**config.mk**
```make
export PLATFORM = sky130hd
export DESIGN_NAME = umh_modem_handshake
export DESIGN_NICKNAME = d
export VERILOG_FILES = /design/src/umh_pkg.sv /design/src/umh_modem_handshake.sv
export VERILOG_INCLUDE_DIRS = /design/src
export SDC_FILE = /design/constraint.sdc
export NUM_CORES = 1
export LEC_CHECK = 0
export BUFFER_PORTS_ARGS = -buffer_cell sky130_fd_sc_hd__buf_2
export CAP_MARGIN = 20
export CORE_AREA = 2 2 54 56
export CTS_BUF_LIST = sky130_fd_sc_hd__clkbuf_8
export DETAILED_ROUTE_END_ITERATION = 10
export DIE_AREA = 0 0 56 58
export HOLD_SLACK_MARGIN = 0.12
export PLACE_DENSITY = 0.82
export SYNTH_ARGS = -nofsm -noshare
export SYNTH_HDL_FRONTEND = slang
export SYNTH_SLANG_ARGS = --single-unit
```
**constraint.sdc**
```tcl
create_clock -name i_mclk -period 2.32 [get_ports i_mclk]
set_input_delay 0.116 -clock i_mclk [delete_from_list [all_inputs] [get_ports i_mclk]]
set_output_delay 0.116 -clock i_mclk [all_outputs]
set_load 0.1 [all_outputs]
```
**src/umh_defines.svh**
```systemverilog
/*
 * Constants for the dual-port modem handshake block: bit positions in the
 * modem control, modem status and interrupt enable words.
 * Assumes inclusion by bare name from the design file.
 */
`ifndef UMH_DEFINES_SVH
`define UMH_DEFINES_SVH

`define UMH_MCR_TERM_READY_BIT   0
`define UMH_MCR_SEND_REQ_BIT     1
`define UMH_MCR_LOOPBACK_BIT     4
`define UMH_IER_MODEM_BIT        3
`define UMH_MSR_D_CTS_BIT        0
`define UMH_MSR_D_DSR_BIT        1
`define UMH_MSR_TERI_BIT         2
`define UMH_MSR_D_DCD_BIT        3
`define UMH_MSR_CTS_BIT          4
`define UMH_MSR_DSR_BIT          5
`define UMH_MSR_RI_BIT           6
`define UMH_MSR_DCD_BIT          7
`define UMH_OUT_RESET_N          1'h1
`define UMH_SYNC_RESET           4'hf
`define UMH_FLAG_RESET           4'h0

`endif

```
**src/umh_pkg.sv**
```systemverilog
/*
 * Types for the dual-port modem handshake block.
 * Assumes umh_defines.svh sits in the include path.
 */
package umh_pkg;

  // One port's handshake state; inputs ordered cts, dsr, ri, dcd
  typedef struct packed {
    logic [3:0] sync1;
    logic [3:0] sync2;
    logic [3:0] prev;
    logic [3:0] flags;
    logic       term_ready_n;
    logic       send_req_n;
    logic       irq;
  } umh_port_s;

  typedef struct packed {
    umh_port_s [1:0] port;
  } umh_state_s;

endpackage

```
**src/umh_modem_handshake.sv**
```systemverilog
/*
 * Modem handshake logic for the primary (index 0) and secondary (index 1)
 * serial ports: terminal-ready and send-request outputs, modem status word
 * with change flags, and the modem-status interrupt request.
 * Assumes the modem pins are asynchronous to i_mclk; control and enable
 * words come from same-clock UART register logic; the status read strobe
 * is a one-cycle pulse on i_mclk.
 */
`timescale 1ns/10ps
`include "umh_defines.svh"

// Functional notes
// RQ1: Terminal-ready pin is driven low when control bit 0 is set.
// RQ2: Hardware reset leaves terminal-ready high, inactive.
// RQ3: Loopback mode forces terminal-ready inactive whatever the control bit.
// RQ4: Status bit 4 is the inverse of the clear-to-send pin.
// RQ5: Clear-to-send rising since last status read sets status bit 0.
// RQ6: With enable bit 3, clear-to-send change raises modem interrupt. The code raises it only on the pin's low-to-high rise.
// RQ7: Clear-to-send never gates the transmitter.
// RQ8: Status bit 5 is the inverse of the set-ready pin.
// RQ9: Set-ready rising since last status read sets status bit 1.
// RQ10: With enable bit 3, set-ready change raises modem interrupt. The code raises it only on the pin's low-to-high rise.
// RQ11: Status bit 7 is the inverse of the carrier-detect pin.
// RQ12: Carrier-detect rising since last status read sets status bit 3.
// RQ13: With enable bit 3, carrier-detect change raises modem interrupt. The code raises it only on the pin's low-to-high rise.
// RQ14: Two independent copies, primary and secondary, own pins and registers.
// RQ15: Send-request driven from control bit 1, high at reset, off in loopback.
// RQ16: Status bit 6 inverts ring; its rise sets bit 2 and interrupts.
// RQ17: Status read clears flags 0 to 3; interrupt drops when none set.
module umh_modem_handshake
  import umh_pkg::*;
(
  input  wire logic       i_mclk,
  input  wire logic       i_sys_rst,
  input  wire logic [7:0] i_modem_control_reg_primary,
  input  wire logic [7:0] i_modem_control_reg_secondary,
  input  wire logic [7:0] i_int_enable_primary,
  input  wire logic [7:0] i_int_enable_secondary,
  input  wire logic       i_status_read_primary,
  input  wire logic       i_status_read_secondary,
  input  wire logic       i_clear_to_send_in_n_primary,
  input  wire logic       i_clear_to_send_in_n_secondary,
  input  wire logic       i_set_ready_in_n_primary,
  input  wire logic       i_set_ready_in_n_secondary,
  input  wire logic       i_carrier_detect_in_n_primary,
  input  wire logic       i_carrier_detect_in_n_secondary,
  input  wire logic       i_ring_in_n_primary,
  input  wire logic       i_ring_in_n_secondary,
  output logic            o_terminal_ready_out_n_primary,
  output logic            o_terminal_ready_out_n_secondary,
  output logic            o_send_request_out_n_primary,
  output logic            o_send_request_out_n_secondary,
  output logic [7:0]      o_modem_status_reg_primary,
  output logic [7:0]      o_modem_status_reg_secondary,
  output logic            o_modem_irq_primary,
  output logic            o_modem_irq_secondary
);

  umh_state_s state_r;
  umh_state_s state_nxt;

  logic [7:0] modem_control_reg     [2];
  logic [7:0] ier     [2];
  logic       rd      [2];
  logic [3:0] pins_n  [2];

  // Status word from synchronised pins and change flags
  function automatic logic [7:0] status_word(input umh_port_s p);
    logic [7:0] w;
    w = 8'h00;
    w[`UMH_MSR_D_CTS_BIT] = p.flags[0];
    w[`UMH_MSR_D_DSR_BIT] = p.flags[1];
    w[`UMH_MSR_TERI_BIT]  = p.flags[2];
    w[`UMH_MSR_D_DCD_BIT] = p.flags[3];
    w[`UMH_MSR_CTS_BIT]   = ~p.sync2[0]; // see RQ4
    w[`UMH_MSR_DSR_BIT]   = ~p.sync2[1]; // see RQ8
    w[`UMH_MSR_RI_BIT]    = ~p.sync2[2]; // see RQ16
    w[`UMH_MSR_DCD_BIT]   = ~p.sync2[3]; // see RQ11
    return w;
  endfunction

  always_comb
  begin
    modem_control_reg[0]    = i_modem_control_reg_primary;
    modem_control_reg[1]    = i_modem_control_reg_secondary;
    ier[0]    = i_int_enable_primary;
    ier[1]    = i_int_enable_secondary;
    rd[0]     = i_status_read_primary;
    rd[1]     = i_status_read_secondary;
    pins_n[0] = {i_carrier_detect_in_n_primary, i_ring_in_n_primary,
                 i_set_ready_in_n_primary, i_clear_to_send_in_n_primary};
    pins_n[1] = {i_carrier_detect_in_n_secondary, i_ring_in_n_secondary,
                 i_set_ready_in_n_secondary, i_clear_to_send_in_n_secondary};
  end

  // Nothing here touches the transmitter; clear-to-send is status only (see RQ7)
  always_comb
  begin
    logic [3:0] rise;
    logic [3:0] flags;
    logic       loop;
    rise  = 4'h0;
    flags = 4'h0;
    loop  = 1'b0;
    state_nxt = state_r;
    for (int i = 0; i < 2; i++) // see RQ14
    begin
      state_nxt.port[i].sync1 = pins_n[i];
      state_nxt.port[i].sync2 = state_r.port[i].sync1;
      state_nxt.port[i].prev  = state_r.port[i].sync2;
      // Low-to-high on the active-low pin; the edge uses sync2 and prev, not sync1
      rise = state_r.port[i].sync2 & ~state_r.port[i].prev; // see RQ5 RQ9 RQ12 RQ16
      // A rise landing on the read cycle survives the clear
      flags = (rd[i] ? 4'h0 : state_r.port[i].flags) | rise; // see RQ17
      state_nxt.port[i].flags = flags;
      // Interrupt follows held flags, so it stays up until the status read
      state_nxt.port[i].irq = ier[i][`UMH_IER_MODEM_BIT] & (|flags); // see RQ6 RQ10 RQ13 RQ16
      loop = modem_control_reg[i][`UMH_MCR_LOOPBACK_BIT];
      state_nxt.port[i].term_ready_n = ~(modem_control_reg[i][`UMH_MCR_TERM_READY_BIT] & ~loop); // see RQ1 RQ3
      state_nxt.port[i].send_req_n   = ~(modem_control_reg[i][`UMH_MCR_SEND_REQ_BIT] & ~loop); // see RQ15
    end
  end

  always_ff @(posedge i_mclk or posedge i_sys_rst)
  begin
    if (i_sys_rst)
    begin
      for (int i = 0; i < 2; i++)
      begin
        state_r.port[i].sync1        <= `UMH_SYNC_RESET;
        state_r.port[i].sync2        <= `UMH_SYNC_RESET;
        state_r.port[i].prev         <= `UMH_SYNC_RESET;
        state_r.port[i].flags        <= `UMH_FLAG_RESET;
        state_r.port[i].term_ready_n <= `UMH_OUT_RESET_N; // see RQ2
        state_r.port[i].send_req_n   <= `UMH_OUT_RESET_N; // see RQ15
        state_r.port[i].irq          <= 1'b0;
      end
    end
    else
    begin
      state_r <= state_nxt;
    end
  end

  // Status is flop-derived only; inversion of flops keeps outputs glitch-free
  always_comb
  begin
    o_terminal_ready_out_n_primary   = state_r.port[0].term_ready_n;
    o_terminal_ready_out_n_secondary = state_r.port[1].term_ready_n;
    o_send_request_out_n_primary     = state_r.port[0].send_req_n;
    o_send_request_out_n_secondary   = state_r.port[1].send_req_n;
    o_modem_status_reg_primary       = status_word(state_r.port[0]);
    o_modem_status_reg_secondary     = status_word(state_r.port[1]);
    o_modem_irq_primary              = state_r.port[0].irq;
    o_modem_irq_secondary            = state_r.port[1].irq;
  end

endmodule

```
==> out/qor.csv, run 1 <==
metric;value;unit
die width;56;um
Critical Path Sink Type;primary output;
largest net degree at the start of global routing;39;
instance area at placement;1399;um2
HP Class;flop to flop;
total power;1.444;mW
Buf+Inv Stages, Crit Path;1;
CTS tree;yes;
IO Pins;66;
CP startpoint kind;flop;
Final Wtd Congestion;0.8365;
Netlist cell types;8;
DRT iter0 DRCs;8;
fin crit share;57.06;%
vias in the first global route;853;
Initial Util;45.35;%
first-pass GRT wire length;3.601;mm
design area;1689;um2
Largest delay share family, worst path;flip-flops;
Post-Syn Area;1207;um2
CTS buffer count;5;
pwr dens;854.8;nW/um2
Hold Violations, Final;0;
full die area;3248;um2
Multi-input gate area;97.59;um2
layout cells sized above 1;55.00;%
Slew @ Worst Pin;0.5069;ns
post-synthesis net count;121;
Remaining DRCs;0;
Port Buffers;41;
WP data arrival;1.21;ns
Peak supply drop;0.0006860;V
Cells after Synth;77;
Slew Limit Fails;0;
GR Util All Layers;15.05;%
leak pwr;0.8185;nW
setup TNS;0;ns
register area;985.9;um2
Overflow after GRT;0;
vias post-DR;764;
crit-path max cell delay;0.52;ns
run status;completed;
# diodes;0;
unrepaired setup endpoints after global routing;false;
Rows;19;
post-DR vias/cell;4.468;
Area growth syn-to-layout;39.90;%
total of max-cap violations;0;
Crit path required time;2.20;ns
Routed WL per cell;12.59;um
total clock sinks;38;
DR pass1 iterations;2;
antenna violations before repair;0;
Final ANT Viol Nets;0;
Die H;58;um
average size of a mapped cell;15.68;um2
Fillers;202;
Final Skew;0.007300;ns
Setup-failing EPs final;0;
Max-slew headroom;66.44;%
sequential area share after synthesis;81.66;%
H-tree levels;2;
core area;2663;um2
Worst-Skew Late Latency;0.28;ns
setup bufs post-CTS;0;
clock tree buffer depth;2;
min cycle time layout;1.324;ns
highest clock rate;755.4;MHz
CP cell instances;buf_2;
synth warn;0;
nets@finish;183;
CP max stage cell;dfstp_2;
clock slew at reported path FFs;0.07;ns
Critical Path Fanout Max;1;
WL final;2.153;mm
Synth Register Bits;38;
Crit Path Class;flop to primary output;
clk root buf;clkbuf_8;
-- logic make-up (layout without fill, tap and decap cells) --
| logic type | after synthesis | after routing | share of synthesized area (%) |
|---|---|---|---|
| compound gates | 10 | 10 | 6.010 |
| simple gates | 4 | 4 | 2.072 |
| flops | 38 | 38 | 81.66 |
| buf+inv | 25 | 88 | 10.26 |
-- layout make-up --
class,count,share of cell area [%]
clock buffer,5,4.074
clock inverter,3,0.6667
inverter,17,3.778
multi-input combinational,14,5.778
sequential,38,58.37
tap,31,2.296
timing repair buffer,63,25.04
-- worst paths after layout --
path | from | end | slack [ns] | cells after the start
worst max register to register | state_r[28] | o_modem_irq_secondary | 1.15 | 2
worst min register to register | state_nxt[13] | state_nxt[9] | 0.35 | 0
worst max-delay path | o_send_request_out_n_primary | o_send_request_out_n_primary | 1.0 | 1
min in group asynchronous | i_sys_rst | o_modem_status_reg_primary[0] | 0.53 | 4
max in group asynchronous | i_sys_rst | state_nxt[27] | 1.45 | 4
worst min-delay path | state_nxt[13] | state_nxt[9] | 0.35 | 0
-- layer usage --
| layer | part of all wire, % | GRT usage, % | up-vias |
|---|---|---|---|
| met2 | 54 | 27.73 | 31 |
| met1 | 37 | 14.86 | 369 |
| met5 | 0 | 0 | - |
| met3 | 6.0 | 5.134 | 9 |
| li1 | - | - | 355 |
| met4 | 3.3 | 8.163 | 0 |
-- report_power, final --
part           internal [mW]  switching, mW
Clock                  0.200          0.194
Sequential             0.722         0.0154
Combinational         0.0652          0.247
Total                  0.987          0.457
-- flip-flops by register name, indices dropped and copies added, names as in the netlist --
name	flops
o_modem_status_reg_primary	4
state_r	8
o_send_request_out_n_primary	1
o_send_request_out_n_secondary	1
o_modem_irq_secondary	1
o_terminal_ready_out_n_secondary	1
state_nxt	16
o_terminal_ready_out_n_primary	1
o_modem_status_reg_secondary	4
o_modem_irq_primary	1
-- synthesized netlist by cell type --
cell / n / area [um2]
dfstp_2: 28 / 735.7
o41a_1: 2 / 22.52
dfrtp_1: 10 / 250.2
o22ai_1: 8 / 50.05
nand2b_1: 4 / 25.02
inv_2: 2 / 7.510
inv_1: 15 / 56.30
buf_4: 8 / 60.06
-- cell usage in the layout (no fill, tap or decap) --
master / synthesis / routed
buf_2: 0 / 41
dfstp_2: 28 / 28
dlygate4sd3_1: 0 / 21
inv_1: 15 / 18
dfrtp_1: 10 / 10
o22ai_1: 8 / 8
clkbuf_8: 0 / 5
nand2b_1: 4 / 4
inv_2: 2 / 2
o41a_1: 2 / 2
buf_4: 8 / 1
-- per-stage QoR --
step                      utilization [%]  hold slack (ns)  setup slack (ns)  std cells
final                               63.44           0.3472            0.9963        171
after global placement              52.54           0.2205             1.209        142
after CTS                           63.44           0.3478            0.9871        171
after floorplan                         -           0.1205            0.6114         77
after detailed placement            52.54           0.2222             1.173        142
after global routing                63.44           0.3547            0.9588        171
-- what timing repair did --
action | CTS | global route
hold buffers | 21 | 0
setup endpoints to repair | 0 | 0
endpoints found under the hold margin | 32 | 0
resized for setup | 0 | 0
Power figures use the tool's default switching activity.
==> inputs of run 2 (changes only) <==
- ABC_AREA: not set -> 1
- CORE_AREA: 2 2 54 56 -> 2 2 56 58
- DIE_AREA: 0 0 56 58 -> 0 0 58 60
- PLACE_DENSITY: 0.82 -> 0.79
- clock period: 2.32 -> 1.4 ns (I/O delays scaled with it)
==> run 2 against run 1 <==
Against the previous run: combinational power grew 71%; sequential share of layout area decreased by 3.7 points; setup slack got worse by 0.89 ns; clock power increased by 120%; clock skew is 0.0049 ns lower; sequential power increased by 67%; largest power group unchanged; worst hold slack better by 0.0076 ns; highest routed layer unchanged; global-route usage fell by 0.25 points; non-clock buffer count unchanged; critical path type unchanged; flip-flop and latch count is the same; final cell count grew 16%; die area grew 7.1%.
==> out/qor.csv, run 2 <==
metric;value;unit;change
GR Util All Layers;14.81;%;-0.25 points
Critical Path Fanout Max;1;;unchanged
Remaining DRCs;0;;unchanged
Flop pwr share;46.5;%;-4.6 points
worst slack at placement;0.4134;ns;-0.7599 ns
Max-slew headroom;67.43;%;+0.99 points
first-pass GRT wire length;3.732;mm;+3.6%
Port Buffers;41;;unchanged
nets@finish;209;;+14%
CP cell instances;buf_2;;
Post-synth EDFFs;0;;unchanged
Area growth syn-to-layout;39.77;%;about the same
Synth async-reset ratio;100.0;%;unchanged
largest net degree at the start of global routing;39;;unchanged
Synth Register Bits;38;;unchanged
Overflow after GRT;0;;unchanged
total clock sinks;38;;unchanged
DRT iter0 DRCs;9;;+1
Final ANT Viol Nets;0;;unchanged
min cycle time layout;1.295;ns;
Buf+Inv Stages, Crit Path;1;;unchanged
antenna violations before repair;0;;unchanged
Min-Delay Path Depth;0;;unchanged
full die area;3480;um2;+7.1%
routed wl met2;1.202;mm;+3.7%
Yosys top cell by area;dfstp_2;;
fin crit share;92.48;%;
Slew Limit Fails;0;;unchanged
Critical Path Sink Type;primary output;;
power share of the combinational group;20.2;%;-1.4 points
Routed WL per cell;11.26;um;-11%
pwr dens;1463;nW/um2;+71%
IO Pins;66;;unchanged
H-tree levels;2;;unchanged
Initial Util;44.44;%;-0.91 points
Multi-input gate area;157.7;um2;+62%
Sw Pwr;0.8058;mW;+76%
commonest non-fill, non-tap cell in the layout;buf_2;;
WL final;2.241;mm;+4.1%
number of flip-flops in the largest register;16;;unchanged
CTS buffer count;5;;unchanged
worst reg2reg endpoint;o_modem_irq_primary;;
R2R depth;5;;+3
Peak supply drop;0.001004;V;+46%
Fillers;235;;+16%
unrepaired setup endpoints after global routing;false;;
die width;58;um;+3.6%
Largest delay share family, worst path;flip-flops;;
clk root buf;clkbuf_8;;
Post-Syn Area;1290;um2;+6.8%
Netlist cell types;9;;+1
leak pwr;0.9311;nW;+14%
highest clock rate;772.4;MHz;
Int Pwr;1.833;mW;+86%
Final Wtd Congestion;0.6727;;-20%
sequential area share after synthesis;76.43;%;-5.2 points
Die H;60;um;+3.4%
clock slew at reported path FFs;0.07;ns;about the same
Hold EP;state_nxt[7];;
Crit path required time;1.33;ns;-0.87 ns
# diodes;0;;unchanged
synth top area cells;dfstp_2 57%, dfrtp_1 19%, inv_1 6.1%, nand2_1 5.8%, buf_4 4.7%;;
Cells after Synth;103;;+34%
setup ws final;0.1053;ns;-0.8909 ns
Crit Path Class;flop to primary output;;
core area;2903;um2;+9.0%
R2R setup slack;0.42;ns;-0.73 ns
DR pass1 iterations;4;;+2
setup bufs post-CTS;0;;unchanged
clock tree buffer depth;2;;unchanged
M1 WL;868;um;+9.5%
setup TNS;0;ns;unchanged
Worst-Skew Late Latency;0.28;ns;about the same
most numerous cell in the Yosys netlist;dfstp_2;;
vias in the first global route;883;;+3.5%
WP data arrival;1.22;ns;about the same
DP HPWL;1.325;mm;
total of max-cap violations;0;;unchanged
Hold Violations, Final;0;;unchanged
ys flop type;dfstp_2;;
average size of a mapped cell;12.52;um2;-20%
register area;985.9;um2;unchanged
vias post-DR;820;;+7.3%
CP startpoint kind;flop;;
post-DR vias/cell;4.121;;-7.8%
Reg-to-Reg Start;state_r[10];;
run status;completed;;
Synth top cells by count;28 x dfstp_2, 21 x inv_1, 20 x nand2_1;;
DR top layer;met4;;
synth warn;0;;unchanged
Setup-failing EPs final;0;;unchanged
Slew @ Worst Pin;0.4919;ns;-0.01499 ns
Rows;20;;+1
Clock Power Share;33.3;%;+6.0 points
Final Skew;0.002381;ns;-0.004919 ns
hold_sp;state_nxt[11];;
CTS tree;yes;;
HP Class;flop to flop;;
Synth top area share;57.03;%;-3.9 points
DR WL met3;154;um;+19%
post-synthesis net count;147;;+21%
layout cells sized above 1;54.22;%;-0.78 points
crit-path max cell delay;0.53;ns;about the same
Switching Fraction;30.54;%;-1.1 points
CP max stage cell;dfstp_2;;
most frequent cells in the layout;41 x buf_2, 28 x dfstp_2, 21 x inv_1, 21 x dlygate4sd3_1, 20 x nand2_1;;
-- run 2: cell count changes in the layout (fill, tap and decap cells not counted), sizes merged --
cell,before,now
o22ai,8,0
o41a,2,0
nand2b,4,0
nor2,0,4
a21oi,0,2
nand2,0,28
clkinv,0,2
inv,20,23
bufinv,0,1
-- run 2: cell families (layout without fill, tap and decap cells) --
kind of cell | count (synthesis) | after routing | share of synthesized area [%]
simple gates | 32 | 32 | 10.86
buf+inv | 31 | 94 | 11.35
compound gates | 2 | 2 | 1.358
flops | 38 | 38 | 76.43
-- run 2: worst max path at each step --
stage	slack, ns	depth (start not counted)	end	from
after global placement	0.42	1	o_send_request_out_n_primary	o_send_request_out_n_primary
after CTS	0.1	1	o_terminal_ready_out_n_primary	o_terminal_ready_out_n_primary
after detailed placement	0.41	1	o_terminal_ready_out_n_primary	o_terminal_ready_out_n_primary
final	0.11	1	o_terminal_ready_out_n_primary	o_terminal_ready_out_n_primary
after floorplan	0.39	1	o_modem_status_reg_primary[4]	state_nxt[7]
after global routing	0.06	1	o_terminal_ready_out_n_primary	o_terminal_ready_out_n_primary
-- run 2: layout make-up --
type                       instances  share of cell area [%]
tap                               33                   2.290
clock buffer                       5                   3.817
multi-input combinational         34                   8.744
inverter                          23                   4.788
clock inverter                     3                   2.221
sequential                        38                   54.68
timing repair buffer              63                   23.46
-- run 2: through the flow --
step	hold WS [ns]	power, mW	instance area [um2]	util, %	cells
3_5_place_dp	0.1762	1.733	1484	51.12	170
6_report	0.3548	2.639	1803	62.11	199
3_3_place_gp	0.1746	1.721	1484	51.12	170
4_1_cts	0.3513	2.663	1803	62.11	199
2_1_floorplan	0.07448	1.671	1290	-	103
5_1_grt	0.3587	2.749	1803	62.11	199
-- run 2: timing repair --
item | 4_1_cts | 5_1_grt
hold buffers | 21 | 0
gates resized for setup | 0 | 0
hold endpoints to repair | 32 | 0
-- run 2: per-layer routing --
layer | vias up | track usage (%)
li1 | 407 | -
met1 | 379 | 16.33
met2 | 31 | 25.81
met3 | 3 | 5.628
met5 | - | 0
met4 | 0 | 5.980
-- run 2: power groups by stage --
| stage | Clock, mW | Sequential (mW) | Combinational (mW) |
|---|---|---|---|
| after floorplan | 0 | 1.32 | 0.352 |
| after global placement | 0 | 1.24 | 0.480 |
| after detailed placement | 0 | 1.24 | 0.488 |
| after CTS | 0.903 | 1.23 | 0.533 |
| after global routing | 0.955 | 1.23 | 0.559 |
| final | 0.879 | 1.23 | 0.533 |
